<file path="src/hdl/urx_pkg.sv">
// Package of register map, field positions and frame constants for the serial receiver
package urx_pkg;
   // Register byte offsets
   localparam logic [7:0] URX_STATUS_OFS = 8'h00;
   localparam logic [7:0] URX_CONTROL_OFS = 8'h04;
   localparam logic [7:0] URX_FORMAT_OFS = 8'h08;
   localparam logic [7:0] URX_DATA_OFS = 8'h0c;
   localparam logic [7:0] URX_BAUD_OFS = 8'h10;
   // Status register fields
   localparam int URX_PE_BIT = 2;
   localparam int URX_DOR_BIT = 3;
   localparam int URX_FE_BIT = 4;
   localparam int URX_DS_BIT = 1;
   localparam int URX_RXC_BIT = 7;
   // Control register fields
   localparam int URX_B8_BIT = 1;
   localparam int URX_EN_BIT = 4;
   localparam int URX_IE_BIT = 7;
   // Format register fields
   localparam int URX_SIZE_LSB = 1;
   localparam int URX_SB_BIT = 6;
   localparam int URX_PM0_BIT = 4;
   localparam int URX_PM1_BIT = 5;
   // Reset values
   localparam logic [7:0] URX_FORMAT_RST = 8'h06;
   localparam logic [11:0] URX_BAUD_RST = 12'h000;
   // Sampling and character size
   localparam logic [4:0] URX_OSR_NORMAL = 5'h10;
   localparam logic [4:0] URX_OSR_DOUBLE = 5'h08;
   localparam logic [2:0] URX_SIZE_NINE = 3'h7;
endpackage : urx_pkg

</file>
<file path="src/hdl/urx_receiver.sv">
// Asynchronous serial receiver with two-entry buffer and APB registers
//
// Local design decisions: the placing of the registers and the APB interface to the registers.
`timescale 1ns/1ps
module urx_receiver
   import urx_pkg::*;
#(
   parameter int BAUD_WIDTH = 12
) (
   input wire logic mclk,
   input wire logic reset,
   input wire logic ce,
   input wire logic psel,
   input wire logic penable,
   input wire logic pwrite,
   input wire logic [7:0] paddr,
   input wire logic [31:0] pwdata,
   output logic [31:0] prdata,
   output logic pready,
   output logic pslverr,
   input wire logic global_irq_enable,
   input wire logic serial_rx_pin,
   output logic rx_pin_override,
   output logic rx_complete_irq
);
   typedef enum logic [1:0] {
      URX_IDLE = 2'b00,
      URX_START = 2'b01,
      URX_BITS = 2'b10,
      URX_HOLD = 2'b11
   } urx_state_type;

   urx_state_type state;
   urx_state_type next_state;
   logic [7:0] control;
   logic [7:0] next_control;
   logic [7:0] format;
   logic [7:0] next_format;
   logic double_speed_select;
   logic next_double_speed_select;
   logic [BAUD_WIDTH-1:0] baud;
   logic [BAUD_WIDTH-1:0] next_baud;
   logic [BAUD_WIDTH-1:0] prescale;
   logic [BAUD_WIDTH-1:0] next_prescale;
   logic [4:0] phase;
   logic [4:0] next_phase;
   logic [3:0] bit_index;
   logic [3:0] next_bit_index;
   logic [2:0] votes;
   logic [2:0] next_votes;
   logic [9:0] shifter;
   logic [9:0] next_shifter;
   logic [11:0] pending;
   logic [11:0] next_pending;
   logic overrun_flag;
   logic next_overrun_flag;
   logic line_prev;
   logic next_line_prev;
   logic [31:0] next_prdata;

   logic tick;
   logic rx_enable;
   logic [4:0] osr;
   logic [4:0] vote_first;
   logic [3:0] data_bits;
   logic [3:0] frame_bits;
   logic parity_on;
   logic bit_level;
   logic push;
   logic pop;
   logic fifo_full;
   logic rx_complete_flag;
   logic [11:0] head;
   logic [11:0] entry;
   logic acc;
   logic wr;
   logic parity_bad;
   logic [8:0] data_mask;
   logic vote_window;
   logic vote_done;
   logic bit_last;
   logic stop_bit;

   // Entry layout: [8:0] data, 9 frame error, 10 overrun, 11 parity error
   assign rx_enable = control[URX_EN_BIT];
   assign parity_on = format[URX_PM1_BIT];
   assign osr = double_speed_select ? URX_OSR_DOUBLE : URX_OSR_NORMAL;
   assign vote_first = double_speed_select ? 5'h04 : 5'h08;
   assign data_bits = (format[URX_SIZE_LSB+:3] == URX_SIZE_NINE) ? 4'h9 :
      4'h5 + {2'h0, format[URX_SIZE_LSB+:2]};
   assign frame_bits = data_bits + {3'h0, parity_on};
   assign tick = prescale == '0;
   // Phase equals the number of the sample taken at this tick
   assign vote_window = phase >= vote_first && phase <= vote_first + 5'h02;
   assign vote_done = phase == vote_first + 5'h03;
   assign bit_last = phase == osr;
   assign stop_bit = bit_index == frame_bits;
   assign acc = psel && penable;
   assign wr = acc && pwrite;
   assign pop = acc && !pwrite && paddr == URX_DATA_OFS;
   assign pready = 1'b1;
   assign rx_pin_override = rx_enable;
   // Level request, held until the buffer is read empty
   assign rx_complete_irq = rx_complete_flag && control[URX_IE_BIT] &&
      global_irq_enable;

   urx_vote u_vote (
      .samples(votes),
      .level(bit_level)
   );

   // Clearing enable empties the buffer at the next edge
   urx_fifo #(.WIDTH(12), .DEPTH(2)) u_fifo (
      .mclk(mclk),
      .reset(reset),
      .ce(ce),
      .flush(!rx_enable),
      .push(push),
      .push_data(pending),
      .pop(pop),
      .head(head),
      .not_empty(rx_complete_flag),
      .full(fifo_full)
   );

   always_comb begin
      data_mask = 9'h1ff >> (4'h9 - data_bits);
      parity_bad = 1'b0;
      for (int i = 0; i < 9; i++) begin
         if (i < int'(data_bits)) begin
            parity_bad = parity_bad ^ shifter[i];
         end
      end
      // Even: data xor parity must be zero; odd: one
      parity_bad = parity_on && (parity_bad ^ shifter[data_bits] ^
         format[URX_PM0_BIT]);
      entry = {parity_bad, overrun_flag, !bit_level, shifter[8:0] & data_mask};
   end

   always_comb begin
      next_state = state;
      next_prescale = tick ? baud : prescale - 1'b1;
      next_phase = phase;
      next_bit_index = bit_index;
      next_votes = votes;
      next_shifter = shifter;
      next_pending = pending;
      next_overrun_flag = overrun_flag;
      next_line_prev = serial_rx_pin;
      push = 1'b0;
      // A held frame moves in as soon as a buffer slot frees
      if (state == URX_HOLD && (!fifo_full || pop)) begin
         push = 1'b1;
         next_overrun_flag = 1'b0;
         next_state = URX_IDLE;
      end
      if (!rx_enable) begin
         next_state = URX_IDLE;
         next_overrun_flag = 1'b0;
      end else if (tick) begin
         unique case (state)
            URX_IDLE, URX_HOLD: begin
               if (line_prev && !serial_rx_pin) begin
                  // Edge sample is sample one, so the next tick takes sample two
                  next_phase = 5'h02;
                  next_state = URX_START;
                  if (state == URX_HOLD && !push) begin
                     // The held frame is overwritten; the new one carries the overrun
                     next_overrun_flag = 1'b1;
                  end
               end
            end
            URX_START, URX_BITS: begin
               next_phase = phase + 1'b1;
               if (vote_window) begin
                  next_votes = {votes[1:0], serial_rx_pin};
               end
               if (state == URX_START && vote_done) begin
                  if (bit_level) begin
                     next_state = URX_IDLE;
                  end
               end
               if (bit_last) begin
                  next_phase = 5'h01;
                  if (state == URX_START) begin
                     next_state = URX_BITS;
                     next_bit_index = 4'h0;
                  end
               end
               if (state == URX_BITS && vote_done) begin
                  if (stop_bit) begin
                     // First stop bit ends the frame; later stop bits ignored
                     next_pending = entry;
                     next_state = URX_HOLD;
                     next_line_prev = 1'b0;
                  end else begin
                     next_shifter[bit_index] = bit_level;
                     next_bit_index = bit_index + 1'b1;
                  end
               end
            end
         endcase
      end else begin
         next_line_prev = line_prev;
      end
   end

   always_comb begin
      next_control = control;
      next_format = format;
      next_double_speed_select = double_speed_select;
      next_baud = baud;
      next_prdata = 32'h0;
      if (wr) begin
         unique case (paddr)
            // Error flags are not writable from software
            URX_STATUS_OFS: next_double_speed_select = pwdata[URX_DS_BIT];
            URX_CONTROL_OFS: next_control = pwdata[7:0] & 8'h90;
            URX_FORMAT_OFS: next_format = pwdata[7:0];
            URX_BAUD_OFS: next_baud = pwdata[BAUD_WIDTH-1:0];
            default: ;
         endcase
      end
      if (acc && !pwrite) begin
         unique case (paddr)
            URX_STATUS_OFS: begin
               // Error flags hide while the buffer is empty
               next_prdata[URX_RXC_BIT] = rx_complete_flag;
               next_prdata[URX_FE_BIT] = rx_complete_flag & head[9];
               next_prdata[URX_DOR_BIT] = rx_complete_flag & head[10];
               next_prdata[URX_PE_BIT] = rx_complete_flag & head[11];
               next_prdata[URX_DS_BIT] = double_speed_select;
            end
            URX_CONTROL_OFS: next_prdata[7:0] = control | {6'h0, head[8], 1'b0};
            URX_FORMAT_OFS: next_prdata[7:0] = format;
            URX_DATA_OFS: next_prdata[7:0] = head[7:0];
            URX_BAUD_OFS: next_prdata[BAUD_WIDTH-1:0] = baud;
            default: ;
         endcase
      end
   end

   // Read data is combinational off head to match zero-wait pready
   assign prdata = next_prdata;
   assign pslverr = 1'b0;

   always_ff @(posedge mclk) begin
      if (reset) begin
         state <= URX_IDLE;
         control <= 8'h00;
         format <= URX_FORMAT_RST;
         double_speed_select <= 1'b0;
         baud <= URX_BAUD_RST;
         prescale <= '0;
         phase <= 5'h00;
         bit_index <= 4'h0;
         votes <= 3'h7;
         shifter <= 10'h000;
         pending <= 12'h000;
         overrun_flag <= 1'b0;
         line_prev <= 1'b1;
      end else if (ce) begin
         state <= next_state;
         control <= next_control;
         format <= next_format;
         double_speed_select <= next_double_speed_select;
         baud <= next_baud;
         prescale <= next_prescale;
         phase <= next_phase;
         bit_index <= next_bit_index;
         votes <= next_votes;
         shifter <= next_shifter;
         pending <= next_pending;
         overrun_flag <= next_overrun_flag;
         line_prev <= next_line_prev;
      end
   end
endmodule : urx_receiver

</file>
<file path="src/hdl/urx_vote.sv">
// Three-sample majority vote
`timescale 1ns/1ps
module urx_vote
   import urx_pkg::*;
(
   input wire logic [2:0] samples,
   output logic level
);
   assign level = (samples[0] & samples[1]) | (samples[1] & samples[2]) |
      (samples[0] & samples[2]);
endmodule : urx_vote

</file>
<file path="src/hdl/urx_fifo.sv">
// Two-entry receive buffer holding data and per-frame error flags
`timescale 1ns/1ps
module urx_fifo
   import urx_pkg::*;
#(
   parameter int WIDTH = 12,
   parameter int DEPTH = 2
) (
   input wire logic mclk,
   input wire logic reset,
   input wire logic ce,
   input wire logic flush,
   input wire logic push,
   input wire logic [WIDTH-1:0] push_data,
   input wire logic pop,
   output logic [WIDTH-1:0] head,
   output logic not_empty,
   output logic full
);
   logic [WIDTH-1:0] mem [DEPTH];
   logic [WIDTH-1:0] next_mem [DEPTH];
   logic [1:0] count;
   logic [1:0] next_count;
   logic do_pop;
   logic do_push;

   assign head = mem[0];
   assign not_empty = count != 2'h0;
   assign full = count == 2'(DEPTH);
   assign do_pop = pop && not_empty;
   assign do_push = push && (!full || do_pop);

   always_comb begin
      next_count = count;
      for (int i = 0; i < DEPTH; i++) begin
         next_mem[i] = mem[i];
      end
      if (flush) begin
         next_count = 2'h0;
      end else begin
         if (do_pop) begin
            for (int i = 0; i < DEPTH - 1; i++) begin
               next_mem[i] = mem[i + 1];
            end
         end
         if (do_push) begin
            next_mem[int'(count) - (do_pop ? 1 : 0)] = push_data;
         end
         next_count = count + 2'(do_push) - 2'(do_pop);
      end
   end

   always_ff @(posedge mclk) begin
      if (reset) begin
         count <= 2'h0;
         for (int i = 0; i < DEPTH; i++) begin
            mem[i] <= '0;
         end
      end else if (ce) begin
         count <= next_count;
         for (int i = 0; i < DEPTH; i++) begin
            mem[i] <= next_mem[i];
         end
      end
   end
endmodule : urx_fifo

</file>
<file path="config.mk">
export PLATFORM = sky130hd
export DESIGN_NAME = urx_receiver
export DESIGN_NICKNAME = d
export VERILOG_FILES = /design/src/hdl/urx_pkg.sv /design/src/hdl/urx_receiver.sv /design/src/hdl/urx_vote.sv /design/src/hdl/urx_fifo.sv
export SDC_FILE = /design/constraint.sdc
export NUM_CORES = 1
export LEC_CHECK = 0
export ABC_AREA = 1
export BUFFER_PORTS_ARGS = -buffer_cell sky130_fd_sc_hd__clkbuf_2
export CAP_MARGIN = 10
export CORE_AREA = 2 2 114 127
export CTS_CLUSTER_DIAMETER = 200
export CTS_CLUSTER_SIZE = 20
export DETAILED_ROUTE_END_ITERATION = 7
export DIE_AREA = 0 0 116 129
export GPL_TIMING_DRIVEN = 0
export PLACE_DENSITY = 0.71
export SYNTH_ARGS = -nofsm -noshare
export SYNTH_HDL_FRONTEND = slang
export SYNTH_SLANG_ARGS = --single-unit
</file>
<file path="constraint.sdc">
create_clock -name mclk -period 5.7 [get_ports mclk]
set_input_delay 0.285 -clock mclk [delete_from_list [all_inputs] [get_ports mclk]]
set_output_delay 0.285 -clock mclk [all_outputs]
set_load 0.03 [all_outputs]
</file>
==> results by group <==
GRT
  • Gr ovfl total: 0
  • Met2 usage: 0.381
  • GRT Total Usage: 0.223
  • Pin count of the biggest net entering global routing: 17
  • GR Layer Usage met1: 0.286
  • First-pass GRT wire length: 26200 µm
  • Vias in the first global route: 5382
  • Initial antenna violation count: 0
  • Global route hottest layer: met2
  • Met3 Usage GRT: 0.0193

Synth
  • Syn Inst Count: 864
  • Avg Cell Area, Syn: 7.02 µm²
  • EDFF count, synth: 24
  • Post-synth top area share: 0.248
  • Synth top cells by count: nand2_1, inv_1, nor2_1, a21oi_1, dfxtp_1
  • Synth async-reset ratio: 0
  • Count leader, synth: nand2_1
  • Post-synth top flop: dfxtp_1
  • Post-Syn Area: 6060 µm²
  • Distinct cells, synth: 47
  • Largest cells by area after synthesis: dfxtp_1, edfxtp_1, nand2_1
  • Yosys warning count: 0
  • Flops & latches, synth: 99
  • Sequential area share after synthesis: 0.366
  • Yosys top cell by area: dfxtp_1

STA
  • Setup slack after layout: 2860 ps
  • Achievable Freq: 352 MHz
  • Final min period: 2840 ps
  • Worst Hold Slack: 160 ps
  • Final period utilization: 0.499
  • Final Max Slew Viols: 0
  • Final hold vios: 0
  • Final setup viols: 0
  • Max_slew headroom: 0.419
  • Final Skew: 8.87 ps
  • Setup_tns: 0 ps
  • Worst Tran Pin Value: 858 ps
  • RSZ-0062 raised after global routing: no

Final layout
  • Core Util, Final: 0.504
  • Nets: 1008
  • Antenna cells: 0
  • Design area: 6860 µm²
  • Layout area overhead: 13.2%
  • Proportion of layout cells with a drive suffix above 1: 0.121

Critical path
  • CP max FO: 10
  • Req. time, crit path: 5780 ps
  • CP Launch Type: register
  • CP endpoint kind: register
  • WS Path Type: register to register
  • Critical Path AT: 2920 ps

Die
  • Core Box Area: 13600 µm²
  • Starting Density: 0.445
  • Area of the die: 15000 µm²
  • Site Rows: 45
  • Num ports: 84
  • Die height: 129 µm
  • Die width: 116 µm

Status
  • Status: finished, final reports clean

Clocking
  • Post-CTS Resized: 0
  • Worst-case clock buffer depth: 2
  • H-tree depth: 3
  • Clock root buffer: clkbuf_16
  • Hold_buf cts: 0
  • # clock sinks: 99
  • Worst-path clk slew: 70 ps
  • CTS tree: yes
  • Worst-skew pair later-pin latency: 350 ps
  • Setup bufs post-CTS: 0
  • Number of buffers created by CTS: 9

Drt
  • DRC viols: 0
  • Wire length per cell: 14.2 µm
  • 1st-iter DRT viols: 359
  • Routed vias/inst: 5.14
  • ANT nets after route: 0
  • DRT Wirelength: 16100 µm
  • Vias: 5806
  • DRT Pass-1 Iters: 5

Hold path
  • HP Class: input port to register

Flow run
  • Max cap viols: 0

Place
  • I/O Buffers: 40
  • Area after DPL: 6580 µm²
  • DP HPWL: 12700 µm
  • Gpl congestion: 0.951
  • DP Worst Slack: 2560 ps

Power
  • Leak: 0.00300 µW
  • Maximum vdd ir drop: 0.153 mV
  • Pwr dens: 265 nW/µm²
## logic make-up after synthesis
| group | count (synthesis) | synth area share |
|---|---|---|
| and+or+nand+nor | 378 | 0.274 |
| AOI/OAI and AO/OA | 183 | 0.172 |
| DFF | 99 | 0.366 |
| adders and majority gates | 24 | 0.0495 |
| xor gates and xnor gates | 9 | 0.0130 |
| buffers and inverters | 169 | 0.124 |
| other | 2 | 0.00124 |
## critical path, cell delays in order, from the launching register on
cell	delay [ps]
dfxtp_1	340
nor2_1	300
nor2_2	130
buf_4	190
ha_1	200
ha_1	280
inv_1	60
o21ai_1	300
nand3_1	160
clkbuf_1	220
nor2_1	270
a211oi_1	120
## sequential cells by signal, summed over array words and instances (netlist names)
signal / cells
double_speed_select: 1
format: 8
shifter: 10
bit_index: 4
votes: 3
overrun_flag: 1
control: 2
baud: 12
u_fifo.mem: 24
pending: 12
prescale: 12
phase: 5
u_fifo.count: 2
state: 2
line_prev: 1
## report_power, final
part,total [µW],switching (µW),internal (µW)
Sequential,808,42.7,765
Combinational,425,273,151
Clock,586,264,322
Total,1820,581,1240
## metal layers
| metal | up-vias | part of all wire | routed length, µm |
|---|---|---|---|
| li1 | 2966 | - | - |
| met1 | 2669 | 0.46 | 7360 |
| met2 | 139 | 0.48 | 7640 |
| met3 | 32 | 0.034 | 542 |
| met4 | 0 | 0.034 | 539 |
| met5 | - | 0 | 0 |
## path summary, 6_finish.rpt
check	slack, ps	cells after the start	to	start
max reg2reg	2860	11	u_fifo.mem[0][3]	u_fifo.count[1]
min	160	3	baud[8]	pwdata[8]
max	2860	11	u_fifo.mem[0][3]	u_fifo.count[1]
min reg2reg	470	2	overrun_flag	overrun_flag
## cells in the final DEF (no fill, tap or decap), drive strengths merged
| cell | instances |
|---|---|
| nand2 | 186 |
| inv | 115 |
| xnor2 | 1 |
| nand3 | 44 |
| o21bai | 1 |
| o221ai | 1 |
| a31oi | 4 |
| nor3 | 35 |
| o211ai | 11 |
| buf | 32 |
| clkinv | 3 |
| a21oi | 78 |
| clkinvlp | 2 |
| o2111ai | 1 |
| xor2 | 8 |
| o21ai | 65 |
| or2 | 2 |
| clkbuf | 74 |
| a311oi | 1 |
| edfxtp | 24 |
| o311ai | 2 |
| o311a | 1 |
| conb | 22 |
| nand4 | 23 |
| o22ai | 1 |
| ha | 24 |
| a211oi | 12 |
| a22o | 1 |
| nor2 | 88 |
| o21a | 1 |
| a41oi | 2 |
| o31ai | 1 |
| dfxtp | 75 |
## per-stage QoR
stage          total power (µW)  instances
2_1_floorplan              1150        884
4_1_cts                    1820       1129
3_3_place_gp               1240       1112
3_5_place_dp               1240       1113
5_1_grt                    1910       1129
6_report                   1820       1129
## cell type report
type	instances	area, µm²
fill	1385	6760
multi-input combinational	616	3160
sequential	99	2220
inverter	116	437
buffer	53	315
clock buffer	12	258
tap	188	235
timing repair buffer	41	208
clock inverter	4	25.0
Note: power is estimated with default switching activity, not from simulation.
